`config.mk`:
```
export PLATFORM = sky130hd
export DESIGN_NAME = mac_load_datapath
export DESIGN_NICKNAME = d
export VERILOG_FILES = /design/src/hdl/mac_load_pkg.sv /design/src/hdl/mac_load_datapath.sv
export SDC_FILE = /design/constraint.sdc
export NUM_CORES = 2
export LEC_CHECK = 0
export BUFFER_PORTS_ARGS = -buffer_cell sky130_fd_sc_hd__buf_2
export CAP_MARGIN = 20
export CORE_AREA = 4 4 319 321
export DETAILED_ROUTE_END_ITERATION = 10
export DIE_AREA = 0 0 323 325
export PLACE_DENSITY = 0.79
export SLEW_MARGIN = 20
export SYNTH_ARGS = -nofsm -noshare
export SYNTH_HDL_FRONTEND = slang
export SYNTH_SLANG_ARGS = --single-unit
```
`constraint.sdc`:
```
create_clock -name hclk -period 10.9 [get_ports hclk]
set_input_delay 2.18 -clock hclk [delete_from_list [all_inputs] [get_ports hclk]]
set_output_delay 2.18 -clock hclk [all_outputs]
set_load 0.1 [all_outputs]
```
`src/hdl/mac_load_pkg.sv`:
```
package mac_load_pkg;

    // ------------------------------------------------------------------
    // Register map (byte addresses, one aligned word each)
    // ------------------------------------------------------------------
    localparam logic [7:0] OFF_CTRL       = 8'h00;
    localparam logic [7:0] OFF_STATUS     = 8'h04;
    localparam logic [7:0] OFF_MASK       = 8'h08;
    localparam logic [7:0] OFF_FAULT_ADDR = 8'h0C;
    localparam logic [7:0] OFF_ACC_LO     = 8'h10;
    localparam logic [7:0] OFF_ACC_HI     = 8'h14;
    localparam logic [7:0] OFF_MR0        = 8'h18;
    localparam logic [7:0] OFF_MR_STEP    = 8'h04;

    // ------------------------------------------------------------------
    // Field positions and reset values
    // ------------------------------------------------------------------
    localparam int CTRL_TRAP_BIT   = 0;
    localparam int CTRL_XLAT_BIT   = 1;
    localparam int CTRL_W          = 2;
    localparam int EV_DONE_BIT     = 0;
    localparam int EV_FAULT_BIT    = 1;
    localparam int EV_MISALIGN_BIT = 2;
    localparam int EV_W            = 3;
    localparam logic [CTRL_W-1:0] CTRL_RESET = 2'h0;
    localparam logic [EV_W-1:0]   MASK_RESET = 3'h0;

    // ------------------------------------------------------------------
    // Datapath widths and constants
    // ------------------------------------------------------------------
    localparam int ACC_W  = 40;
    localparam int WORD_W = 32;
    localparam int HALF_W = 16;
    localparam int MR_NUM = 4;
    localparam logic [WORD_W-1:0] LOAD_STEP = 32'h0000_0004;
    localparam logic [ACC_W-1:0]  ACC_RESET = 40'h00_0000_0000;

    // ------------------------------------------------------------------
    // Operation codes from the decoder
    // ------------------------------------------------------------------
    localparam logic [2:0] OP_MAC_LOAD_PREDEC = 3'h0;
    localparam logic [2:0] OP_MAC_LOAD_PREINC = 3'h1;
    localparam logic [2:0] OP_MULTIPLY_LOW    = 3'h2;
    localparam logic [2:0] OP_SUB_GG          = 3'h3;
    localparam logic [2:0] OP_SUB_GM          = 3'h4;
    localparam logic [2:0] OP_SUB_MG          = 3'h5;

    // Exception causes.
    localparam logic [1:0] CAUSE_NONE       = 2'h0;
    localparam logic [1:0] CAUSE_LOAD_FAULT = 2'h1;
    localparam logic [1:0] CAUSE_MISALIGN   = 2'h2;

    typedef enum logic [1:0] {
        ST_IDLE,
        ST_REQ,
        ST_WAIT
    } state_e;

endpackage
```
`src/hdl/mac_load_datapath.sv`:
```
// Implementation choices: the address map and the AHB-Lite interface to the registers.
`timescale 1ns/1ps
module mac_load_datapath
    import mac_load_pkg::*;
#(
    parameter int GR_IDX_W = 4
) (
    input  wire logic                hclk,
    input  wire logic                hresetn,
    input  wire logic                hsel,
    input  wire logic [31:0]         haddr,
    input  wire logic [1:0]          htrans,
    input  wire logic                hwrite,
    input  wire logic [2:0]          hsize,
    input  wire logic [31:0]         hwdata,
    input  wire logic                hready,
    output logic                     hreadyout,
    output logic                     hresp,
    output logic [31:0]              hrdata,
    output logic                     irq,
    input  wire logic                op_valid,
    output logic                     op_ready,
    input  wire logic [2:0]          op_code,
    input  wire logic [1:0]          op_half,
    input  wire logic                op_x,
    input  wire logic                op_y,
    input  wire logic [1:0]          op_w,
    input  wire logic [GR_IDX_W-1:0] op_gr_idx,
    input  wire logic [31:0]         op_gr_s,
    input  wire logic [31:0]         op_gr_t,
    output logic                     op_done,
    output logic                     gr_wr_en,
    output logic [GR_IDX_W-1:0]      gr_wr_idx,
    output logic [31:0]              gr_wr_data,
    output logic [31:0]              xlat_vaddr,
    input  wire logic [31:0]         xlat_paddr,
    input  wire logic                xlat_fault,
    output logic                     mem_req_valid,
    input  wire logic                mem_req_ready,
    output logic [31:0]              mem_req_addr,
    input  wire logic                mem_rsp_valid,
    input  wire logic [31:0]         mem_rsp_data,
    input  wire logic                mem_rsp_err,
    output logic                     exc_valid,
    output logic [1:0]               exc_cause,
    output logic [31:0]              exc_addr,
    output logic [ACC_W-1:0]         acc_value
);

    // ------------------------------------------------------------------
    // Elaboration checks
    // ------------------------------------------------------------------
    if (GR_IDX_W < 1 || GR_IDX_W > 8) begin : g_bad_width
        $error("GR_IDX_W must lie between 1 and 8");
    end

    // ------------------------------------------------------------------
    // State
    // ------------------------------------------------------------------
    state_e              state_r;
    state_e              state_nxt;
    logic [WORD_W-1:0]   mr_r [MR_NUM];
    logic [ACC_W-1:0]    acc_r;
    logic [ACC_W-1:0]    acc_nxt;
    logic [CTRL_W-1:0]   ctrl_r;
    logic [EV_W-1:0]     sts_r;
    logic [EV_W-1:0]     sts_nxt;
    logic [EV_W-1:0]     mask_r;
    logic [WORD_W-1:0]   fault_addr_r;
    logic [HALF_W-1:0]   m1_r;
    logic [HALF_W-1:0]   m2_r;
    logic [1:0]          w_r;
    logic [GR_IDX_W-1:0] idx_r;
    logic [WORD_W-1:0]   vaddr_r;
    logic                done_r;
    logic                gr_wr_en_r;
    logic [GR_IDX_W-1:0] gr_wr_idx_r;
    logic [WORD_W-1:0]   gr_wr_data_r;
    logic                exc_valid_r;
    logic [1:0]          exc_cause_r;
    logic                wr_pend_r;
    logic [7:0]          wr_addr_r;
    logic [31:0]         hrdata_r;

    // ------------------------------------------------------------------
    // Operand selection
    // ------------------------------------------------------------------
    // General register sources go to the first operand for the two forms
    // that start with a general register, and likewise for the second.
    wire                 is_load   = (op_code == OP_MAC_LOAD_PREDEC) ||
                                     (op_code == OP_MAC_LOAD_PREINC);
    wire                 is_sub    = (op_code == OP_SUB_GG) || (op_code == OP_SUB_GM) ||
                                     (op_code == OP_SUB_MG);
    wire                 is_multiply_low_word   = (op_code == OP_MULTIPLY_LOW);
    wire                 op1_gen   = (op_code == OP_SUB_GG) || (op_code == OP_SUB_GM);
    wire                 op2_gen   = (op_code == OP_SUB_GG) || (op_code == OP_SUB_MG);
    wire [1:0]           mr1_idx   = {1'b0, op_x};
    wire [1:0]           mr2_idx   = {1'b1, op_y};
    wire [WORD_W-1:0]    op1_word  = op1_gen ? op_gr_s : mr_r[mr1_idx];
    wire [WORD_W-1:0]    op2_word  = op2_gen ? op_gr_t : mr_r[mr2_idx];
    wire [HALF_W-1:0]    m1        = op_half[0] ? op1_word[31:16] : op1_word[15:0];
    wire [HALF_W-1:0]    m2        = op_half[1] ? op2_word[31:16] : op2_word[15:0];

    // ------------------------------------------------------------------
    // Multipliers
    // ------------------------------------------------------------------
    // signed half product, sign-extended.
    wire signed [31:0]   prod_now  = $signed(m1) * $signed(m2);
    wire [ACC_W-1:0]     prod_now_x = {{(ACC_W-32){prod_now[31]}}, prod_now};
    // The loading forms accumulate from operands captured at issue, so a
    // destination that aliases a source cannot feed the fresh word back.
    wire signed [31:0]   prod_cap  = $signed(m1_r) * $signed(m2_r);
    wire [ACC_W-1:0]     prod_cap_x = {{(ACC_W-32){prod_cap[31]}}, prod_cap};
    wire [WORD_W-1:0]    multiply_low_word_low  = op_gr_s * op_gr_t;

    // ------------------------------------------------------------------
    // Load address generation
    // ------------------------------------------------------------------
    // base minus or plus four.
    wire [WORD_W-1:0]    vaddr_calc = (op_code == OP_MAC_LOAD_PREDEC) ? op_gr_s - LOAD_STEP
                                                                      : op_gr_s + LOAD_STEP;
    wire                 trap_en    = ctrl_r[CTRL_TRAP_BIT];
    wire                 xlat_en    = ctrl_r[CTRL_XLAT_BIT];
    wire                 misaligned = (vaddr_calc[1:0] != 2'h0);
    // low bits ignored when not trapping.
    wire [WORD_W-1:0]    vaddr_eff  = trap_en ? vaddr_r : {vaddr_r[31:2], 2'h0};
    wire [WORD_W-1:0]    phys_addr  = xlat_en ? xlat_paddr : vaddr_eff;

    // ------------------------------------------------------------------
    // Sequencing terms
    // ------------------------------------------------------------------
    wire accept       = op_valid && (state_r == ST_IDLE);
    wire ev_misalign  = accept && is_load && trap_en && misaligned;
    wire xlat_err     = (state_r == ST_REQ) && xlat_en && xlat_fault;
    wire mem_err      = (state_r == ST_WAIT) && mem_rsp_valid && mem_rsp_err;
    wire ev_fault     = xlat_err || mem_err;
    wire commit       = (state_r == ST_WAIT) && mem_rsp_valid && !mem_rsp_err;
    wire ev_done      = (accept && (is_sub || is_multiply_low_word)) || commit;
    wire [EV_W-1:0] ev_set = {ev_misalign, ev_fault, ev_done};

    // Next state of the load sequence.
    always_comb begin
        state_nxt = state_r;
        case (state_r)
            ST_IDLE: begin
                if (accept && is_load && !ev_misalign) begin
                    state_nxt = ST_REQ;
                end
            end
            ST_REQ: begin
                if (xlat_err) begin
                    state_nxt = ST_IDLE;
                end else if (mem_req_ready) begin
                    state_nxt = ST_WAIT;
                end
            end
            ST_WAIT: begin
                if (mem_rsp_valid) begin
                    state_nxt = ST_IDLE;
                end
            end
            default: begin
                state_nxt = ST_IDLE;
            end
        endcase
    end

    always_ff @(posedge hclk or negedge hresetn) begin
        if (!hresetn) begin
            state_r <= ST_IDLE;
        end else begin
            state_r <= state_nxt;
        end
    end

    // ------------------------------------------------------------------
    // Register bus decode
    // ------------------------------------------------------------------
    wire bus_act    = hsel && hready && htrans[1];
    wire bus_word   = (hsize == 3'h2);
    wire wr_ctrl    = wr_pend_r && (wr_addr_r == OFF_CTRL);
    wire wr_status  = wr_pend_r && (wr_addr_r == OFF_STATUS);
    wire wr_mask    = wr_pend_r && (wr_addr_r == OFF_MASK);
    wire wr_acc_lo  = wr_pend_r && (wr_addr_r == OFF_ACC_LO);
    wire wr_acc_hi  = wr_pend_r && (wr_addr_r == OFF_ACC_HI);
    wire [7:0] mr_off  = haddr[7:0] - OFF_MR0;
    wire [7:0] wmr_off = wr_addr_r - OFF_MR0;
    wire rd_is_mr   = (haddr[7:0] >= OFF_MR0) && (mr_off < 8'(MR_NUM * 4));
    wire wr_is_mr   = wr_pend_r && (wr_addr_r >= OFF_MR0) && (wmr_off < 8'(MR_NUM * 4));
    wire [31:0] rd_mux =
        (haddr[7:0] == OFF_CTRL)       ? {30'h0, ctrl_r} :
        (haddr[7:0] == OFF_STATUS)     ? {29'h0, sts_r} :
        (haddr[7:0] == OFF_MASK)       ? {29'h0, mask_r} :
        (haddr[7:0] == OFF_FAULT_ADDR) ? fault_addr_r :
        (haddr[7:0] == OFF_ACC_LO)     ? acc_r[31:0] :
        (haddr[7:0] == OFF_ACC_HI)     ? {24'h0, acc_r[39:32]} :
        rd_is_mr                       ? mr_r[mr_off[3:2]] : 32'h0;

    // Address phase is latched; write data lands one cycle later.
    always_ff @(posedge hclk or negedge hresetn) begin
        if (!hresetn) begin
            wr_pend_r <= 1'b0;
            wr_addr_r <= 8'h00;
            hrdata_r  <= 32'h0000_0000;
        end else begin
            wr_pend_r <= bus_act && hwrite && bus_word && (haddr[31:8] == 24'h00_0000);
            wr_addr_r <= haddr[7:0];
            if (bus_act && !hwrite) begin
                hrdata_r <= (haddr[31:8] == 24'h00_0000) ? rd_mux : 32'h0000_0000;
            end
        end
    end

    // ------------------------------------------------------------------
    // Control, status and mask
    // ------------------------------------------------------------------
    // A new event beats a write-one-to-clear in the same cycle.
    always_comb begin
        sts_nxt = sts_r;
        if (wr_status) begin
            sts_nxt = sts_r & ~hwdata[EV_W-1:0];
        end
        sts_nxt = sts_nxt | ev_set;
    end

    always_ff @(posedge hclk or negedge hresetn) begin
        if (!hresetn) begin
            ctrl_r <= CTRL_RESET;
            mask_r <= MASK_RESET;
            sts_r  <= '0;
        end else begin
            sts_r <= sts_nxt;
            if (wr_ctrl) begin
                ctrl_r <= hwdata[CTRL_W-1:0];
            end
            if (wr_mask) begin
                mask_r <= hwdata[EV_W-1:0];
            end
        end
    end

    // ------------------------------------------------------------------
    // Accumulator
    // ------------------------------------------------------------------
    // The datapath wins over a bus write in the same cycle; software is
    // expected to load the accumulator only while the unit is idle.
    always_comb begin
        acc_nxt = acc_r;
        if (accept && is_sub) begin
            acc_nxt = acc_r - prod_now_x;
        end else if (commit) begin
            acc_nxt = acc_r + prod_cap_x;
        end else if (wr_acc_lo) begin
            acc_nxt = {acc_r[39:32], hwdata};
        end else if (wr_acc_hi) begin
            acc_nxt = {hwdata[7:0], acc_r[31:0]};
        end
    end

    always_ff @(posedge hclk or negedge hresetn) begin
        if (!hresetn) begin
            acc_r <= ACC_RESET;
        end else begin
            acc_r <= acc_nxt;
        end
    end

    // ------------------------------------------------------------------
    // Multiplier registers
    // ------------------------------------------------------------------
    always_ff @(posedge hclk or negedge hresetn) begin
        if (!hresetn) begin
            for (int i = 0; i < MR_NUM; i++) begin
                mr_r[i] <= 32'h0000_0000;
            end
        end else if (commit) begin
            mr_r[w_r] <= mem_rsp_data;
        end else if (wr_is_mr) begin
            mr_r[wmr_off[3:2]] <= hwdata;
        end
    end

    // ------------------------------------------------------------------
    // Captured load operands
    // ------------------------------------------------------------------
    // sources sampled at issue.
    always_ff @(posedge hclk or negedge hresetn) begin
        if (!hresetn) begin
            m1_r    <= 16'h0000;
            m2_r    <= 16'h0000;
            w_r     <= 2'h0;
            idx_r   <= '0;
            vaddr_r <= 32'h0000_0000;
        end else if (accept && is_load) begin
            m1_r    <= m1;
            m2_r    <= m2;
            w_r     <= op_w;
            idx_r   <= op_gr_idx;
            vaddr_r <= vaddr_calc;
        end
    end

    // ------------------------------------------------------------------
    // General register write-back and completion
    // ------------------------------------------------------------------
    always_ff @(posedge hclk or negedge hresetn) begin
        if (!hresetn) begin
            gr_wr_en_r   <= 1'b0;
            gr_wr_idx_r  <= '0;
            gr_wr_data_r <= 32'h0000_0000;
            done_r       <= 1'b0;
        end else begin
            gr_wr_en_r <= (accept && is_multiply_low_word) || commit;
            done_r     <= ev_done;
            if (accept && is_multiply_low_word) begin
                gr_wr_idx_r  <= op_gr_idx;
                gr_wr_data_r <= multiply_low_word_low;
            end else if (commit) begin
                gr_wr_idx_r  <= idx_r;
                gr_wr_data_r <= vaddr_r;
            end
        end
    end

    // ------------------------------------------------------------------
    // Exceptions
    // ------------------------------------------------------------------
    // a fault only records its cause and address; the accumulator, multiplier
    // registers and base register are left alone because commit is low.
    always_ff @(posedge hclk or negedge hresetn) begin
        if (!hresetn) begin
            exc_valid_r  <= 1'b0;
            exc_cause_r  <= CAUSE_NONE;
            fault_addr_r <= 32'h0000_0000;
        end else begin
            exc_valid_r <= ev_fault || ev_misalign;
            if (ev_misalign) begin
                exc_cause_r  <= CAUSE_MISALIGN;
                fault_addr_r <= vaddr_calc;
            end else if (ev_fault) begin
                exc_cause_r  <= CAUSE_LOAD_FAULT;
                fault_addr_r <= vaddr_r;
            end
        end
    end

    // ------------------------------------------------------------------
    // Outputs
    // ------------------------------------------------------------------
    assign hreadyout     = 1'b1;
    assign hresp         = 1'b0;
    assign hrdata        = hrdata_r;
    assign irq           = |(sts_r & mask_r);
    assign op_ready      = (state_r == ST_IDLE);
    assign op_done       = done_r;
    assign gr_wr_en      = gr_wr_en_r;
    assign gr_wr_idx     = gr_wr_idx_r;
    assign gr_wr_data    = gr_wr_data_r;
    assign xlat_vaddr    = vaddr_eff;
    assign mem_req_valid = (state_r == ST_REQ) && !xlat_err;
    assign mem_req_addr  = phys_addr;
    assign exc_valid     = exc_valid_r;
    assign exc_cause     = exc_cause_r;
    assign exc_addr      = fault_addr_r;
    assign acc_value     = acc_r;

endmodule

```
[After elaboration in Yosys (flattened, before gate mapping)]
Index checks and enable logic that the tools add are counted.
Storage, ports and cells
  flip-flop bits (word level): 362
  input port bits: 220
  word-level logic and storage cells: 182
  output and inout port bits: 214
Operators by class
  bitwise gates (word level): 9
  $mul: 3
  add/sub/neg operators: 6
  equal/unequal tests: 21
  mux-type cells: 50
  $lt $le $gt $ge: 11
  reduce and logical (&&, ||, !) cells: 57
Operators by type and width (count)
  2-to-1 mux 32 bit: 24
  bitwise mux 128 bit: 2
  2-to-1 mux 128 bit: 2
  binary-select mux 32 bit (select 2 bit): 3
  2-to-1 mux 40 bit: 4
  demux 32 bit (select 2 bit): 2
  multiplier 16 x 16 -> 32 bit: 2
  adder 40 bit: 1
  subtractor 40 bit: 1
  adder 32 x 3 -> 32 bit, second input constant: 1
  == test 8 x 5 -> 1 bit, second input constant: 4
  multiplier 32 x 32 -> 32 bit: 1
  2-to-1 mux 16 bit: 2
  subtractor 32 x 3 -> 32 bit, second input constant: 1
  logical AND 1 bit: 30
  == test 8 x 4 -> 1 bit, second input constant: 3
  logical NOT 24 bit: 1
  == test 8 x 3 -> 1 bit, second input constant: 2
  greater-or-equal comparator 8 x 5 -> 1 bit, second input constant: 2
  logical NOT 8 bit: 2
  less-than comparator 8 x 5 -> 1 bit, second input constant: 2
  subtractor 8 x 5 -> 8 bit, second input constant: 2
  greater-or-equal comparator 3 bit, second input constant: 5
  2-to-1 mux 2 bit: 7
  other kinds (27): 51

[Longest topological paths before layout]
  word-level depth: 13
  depth in mapped cells: 42

[Least setup slack after synthesis]
Ideal clock, no wire load.
  path type: input to register
  start point: input op_y
  end point: register acc_r[38] (netlist: acc_value[38])
  required time: 10820 ps
  stages: 38
  library setup time: 80 ps
  data arrival time: 11535 ps
  buffers on the path: 3
  setup slack: -715 ps
  cell sequence: clkbuf_1 > buf_2 > mux4_2 > a21oi_1 > clkbuf_1 > nor2_1 > fa_1 > inv_1 > fa_1 > fa_1 > inv_1 > fa_1 > fa_1 > inv_1 > fa_1 > inv_1 > ha_1 > o21a_1 > [2 not listed] > a211oi_2 > a31oi_1 > a31o_2 > a21o_1 > a21oi_1 > xor2_1 > ha_1 > a21o_1 > a21o_1 > a21oi_1 > a211oi_1 > a211o_1 > a31o_2 > a41o_1 > nor3_1 > o2bb2a_1 > a21oi_1 > a2bb2oi_1
On the way
  cells in the longest elaborated chain, start to end: 9
Ends and longest elaborated chain
  start, declared: line mac_load_datapath.sv:26  | input wire logic op_y,
  inverter 2 -> 3 bit (implied by the code): line mac_load_datapath.sv:100  | wire [WORD_W-1:0] op2_word = op2_gen ? op_gr_t : mr_r[mr2_idx];
  binary-select mux 32 bit (select 2 bit): line mac_load_datapath.sv:100
  2-to-1 mux 32 bit (implied by the code) (2 in a row): line mac_load_datapath.sv:100
  2-to-1 mux 32 bit: line mac_load_datapath.sv:100
  2-to-1 mux 16 bit: line mac_load_datapath.sv:102  | wire [HALF_W-1:0] m2 = op_half[1] ? op2_word[31:16] : op2_word[15:0];
  multiplier 16 x 16 -> 32 bit: line mac_load_datapath.sv:108  | wire signed [31:0] prod_now = $signed(m1) * $signed(m2);
  subtractor 40 bit: line mac_load_datapath.sv:250  | acc_nxt = acc_r - prod_now_x;
  2-to-1 mux 40 bit: line mac_load_datapath.sv:249  | if (accept && is_sub) begin
  end signal, assigned: line mac_load_datapath.sv:264  | acc_r <= acc_nxt;
  end, declared: line mac_load_datapath.sv:63  | logic [ACC_W-1:0] acc_r;
No other way between the ends. The select of a mux whose other input is x is not followed.
A chain may end at the register's enable or synchronous reset.

[Final worst setup path]
  start point: input op_x
  end point: register acc_r[38] (netlist: acc_value[38])
On the way
  cells in the longest elaborated chain, start to end: 9
Ends and longest elaborated chain
  start, declared: line mac_load_datapath.sv:25  | input wire logic op_x,
  inverter 1 -> 3 bit (implied by the code): line mac_load_datapath.sv:99  | wire [WORD_W-1:0] op1_word = op1_gen ? op_gr_s : mr_r[mr1_idx];
  binary-select mux 32 bit (select 2 bit): line mac_load_datapath.sv:99
  2-to-1 mux 32 bit (implied by the code) (2 in a row): line mac_load_datapath.sv:99
  2-to-1 mux 32 bit: line mac_load_datapath.sv:99
  2-to-1 mux 16 bit: line mac_load_datapath.sv:101  | wire [HALF_W-1:0] m1 = op_half[0] ? op1_word[31:16] : op1_word[15:0];
  multiplier 16 x 16 -> 32 bit: line mac_load_datapath.sv:108
  subtractor 40 bit: line mac_load_datapath.sv:250
  2-to-1 mux 40 bit: line mac_load_datapath.sv:249
No other way between the ends. The select of a mux whose other input is x is not followed.

==> impl_metrics.json <==
{
  "r2r_end": "acc_value[30]",
  "cap_viol_max_count": 0,
  "clockBufferDepth": 3,
  "fmax_mhz": 93.5,
  "numCtsBuffers": 43,
  "synth_area_per_cell_sq_um": 8.78,
  "required_ps": 11430,
  "synth-adder-area-share": 0.400,
  "ctsHtreeMaxLevel": 2,
  "synth.distinct_cells": 91,
  "maxSlewHeadroom": 0.277,
  "grt_antenna_before_repair": 25,
  "drv_slew": 0,
  "syn_inst": 6712,
  "start_util": 0.593,
  "synth-compound-area-share": 0.121,
  "r2r_cells": 29,
  "postSynth.asyncResetShare": 1.00,
  "finClkSkew_ps": 27.7,
  "synth_top_family_by_area": "adder cells",
  "cp_max_fo": 8,
  "path_common_cell": "fa_1",
  "crit_type": "in -> reg",
  "ys.flop_type": "dfrtp_1",
  "fp.dieH_um": 325,
  "finalCritPeriodShare": 0.981,
  "fillers": 7916,
  "grt-ovfl-total": 0,
  "crit_start": "op_x",
  "final_net_count": 8793,
  "die_area_sq_mm": 0.105,
  "grt_max_degree": 154,
  "worst_slew_pin_slew_ps": 1080,
  "ys_seq_area_frac": 0.154,
  "hpwl_mm": 176,
  "hp-start": "hrdata[5]",
  "synth-simple-area-share": 0.148,
  "synth_enable_flop_cells": 0,
  "cts_tree": "yes",
  "syn_area_sq_mm": 0.0589,
  "hold_viol_final": 0,
  "status": "finished clean",
  "final_common_cell": "inv_1",
  "vias": 52874,
  "rows": 116,
  "r2r_setup_slack_ps": 1220,
  "muxShareOfSynthArea": 0.0401,
  "grt_pass1_vias": 53485,
  "drtIter0Drc": 5884,
  "synth_nets": 8254,
  "die_w_um": 323,
  "insertion_delay_ps": 610,
  "wirelength_mm": 221,
  "io_buffers": 430,
  "setup_ws_ps": 206,
  "clock-sinks": 362,
  "routed_via_density": 6.15,
  "critPathMaxStageDelay_ps": 600,
  "crit_path_top_delay_cell": "mux4_2",
  "drtAntennaViolNets": 0,
  "place_area_sq_mm": 0.0645,
  "worstSetupEndpointType": "flop",
  "gp_congestion": 1.02,
  "holdBufCountCts": 0,
  "ys_warn_count": 0,
  "io_pins": 434,
  "r2r-start": "m2_r[1]",
  "arrival_ps": 11220,
  "worstHoldPathType": "reg -> reg",
  "start_kind": "input port",
  "grt_pass1_wl_mm": 327,
  "grtUsageTotal": 0.417,
  "timing.final.crit_period_ps": 10690,
  "area_growth_pct": 13.6,
  "wl_per_cell_um": 25.7,
  "postLayoutCellArea_sq_mm": 0.0670,
  "drive_gt1_frac": 0.164,
  "setup_viol": 0,
  "cts.reportedPaths.clkPinSlew_ps": 60,
  "ys_ff_latch": 362,
  "synth_xor_area_frac": 0.0372,
  "cts_root_buffer": "clkbuf_16",
  "drc": 0,
  "final_cell_mix": "inv_1 (1162), nand2_1 (1116), fa_1 (931)",
  "first_pass_iters": 9,
  "whs_path_depth": 2,
  "post-place-ws_ps": -861,
  "min_to": "hrdata[5]",
  "core-area_sq_mm": 0.0993
}
-- kinds of logic (layout without fill, tap and decap cells) --
group                    Yosys count  after routing
AND/OR/NAND/NOR                 1974           1974
buffers and inverters           1531           2102
adder cells (fa/ha/maj)         1322           1322
AO/OA/AOI/OAI                   1121           1121
flip-flops                       362            362
XOR/XNOR                         249            249
multiplexers                     151            151
other                              2             14
-- worst max-delay path, delay by kind of cell --
| family | cells | cell delay, ps |
|---|---|---|
| AO/OA/AOI/OAI | 15 | 2940 |
| AND/OR/NAND/NOR | 7 | 1020 |
| buffers and inverters | 10 | 1080 |
| multiplexers | 1 | 600 |
| adder cells (fa/ha/maj) | 8 | 3150 |
| XOR/XNOR | 1 | 200 |
-- flip-flops by register name, summed over array words and instances (netlist names) --
signal / cells
mr_r: 128
acc_value: 40
exc_addr: 32
gr_wr_data: 32
hrdata: 32
vaddr_r: 32
m1_r: 16
m2_r: 16
wr_addr_r: 8
gr_wr_idx: 4
idx_r: 4
mask_r: 3
sts_r: 3
ctrl_r: 2
exc_cause: 2
state_r: 2
w_r: 2
exc_valid: 1
gr_wr_en: 1
op_done: 1
wr_pend_r: 1
-- cell usage after synthesis, drive strengths merged (42+ instances only) --
cell / count / area share
inv: 1163 / 0.074
nand2: 1117 / 0.071
fa: 935 / 0.32
ha: 387 / 0.082
o21ai: 376 / 0.032
dfrtp: 362 / 0.15
nor2: 312 / 0.020
clkbuf: 308 / 0.020
and2: 243 / 0.026
a21oi: 195 / 0.017
xnor2: 172 / 0.026
a22oi: 160 / 0.020
xor2: 76 / 0.011
a21o: 75 / 0.0096
mux4: 64 / 0.024
buf: 60 / 0.0061
nand2b: 57 / 0.0061
nor2b: 52 / 0.0056
a31oi: 47 / 0.0050
mux2i: 45 / 0.0076
nand3: 44 / 0.0037
mux2: 42 / 0.0080
-- final cells by class --
type	count	area, sq um	area share
Antenna cell	12	30.0	0.000448
Clock buffer	61	1250	0.0187
Clock inverter	16	210	0.00314
Inverter	1163	4370	0.0652
Multi-Input combinational cell	4819	44700	0.667
Sequential cell	362	9060	0.135
Tap cell	1298	1620	0.0243
Timing Repair Buffer	862	5750	0.0859
-- through the flow --
stage	hold slack (ps)	cells	setup TNS (ps)	util
2_1_floorplan	446	6712	0	-
3_3_place_gp	457	8469	-6910	0.650
3_5_place_dp	465	8469	-7950	0.650
4_1_cts	477	8547	0	0.665
5_1_grt	500	8584	-825	0.674
6_report	478	8593	0	0.674
-- per-layer routing --
| layer | up-vias | global-route usage | part of all wire |
|---|---|---|---|
| met3 | 888 | 0.153 | 0.14 |
| met2 | 3432 | 0.596 | 0.42 |
| met4 | 20 | 0.294 | 0.090 |
| met5 | - | 0.0102 | 0.00062 |
| met1 | 26199 | 0.522 | 0.35 |
| li1 | 22335 | - | - |
-- how the worst max path moves through the flow --
stage                          to  slack (ps)  depth (start not counted)
floorplan           acc_value[38]           3                         37
global placement    acc_value[38]        -720                         42
detailed placement  acc_value[38]        -860                         42
CTS                 acc_value[38]         0.7                         39
global route        acc_value[26]        -170                         42
finish              acc_value[38]         210                         42
-- what timing repair did --
action,CTS,global route
gates resized for setup,13,115
setup endpoints to repair,7,12
hold endpoints to repair,0,0
gates cloned,0,2
buffers inserted,1,29
pin swaps,1,46
Power is left out: the tool's default activity adds up to more than one toggle a clock period on the data nets, which glitch-free logic cannot reach.
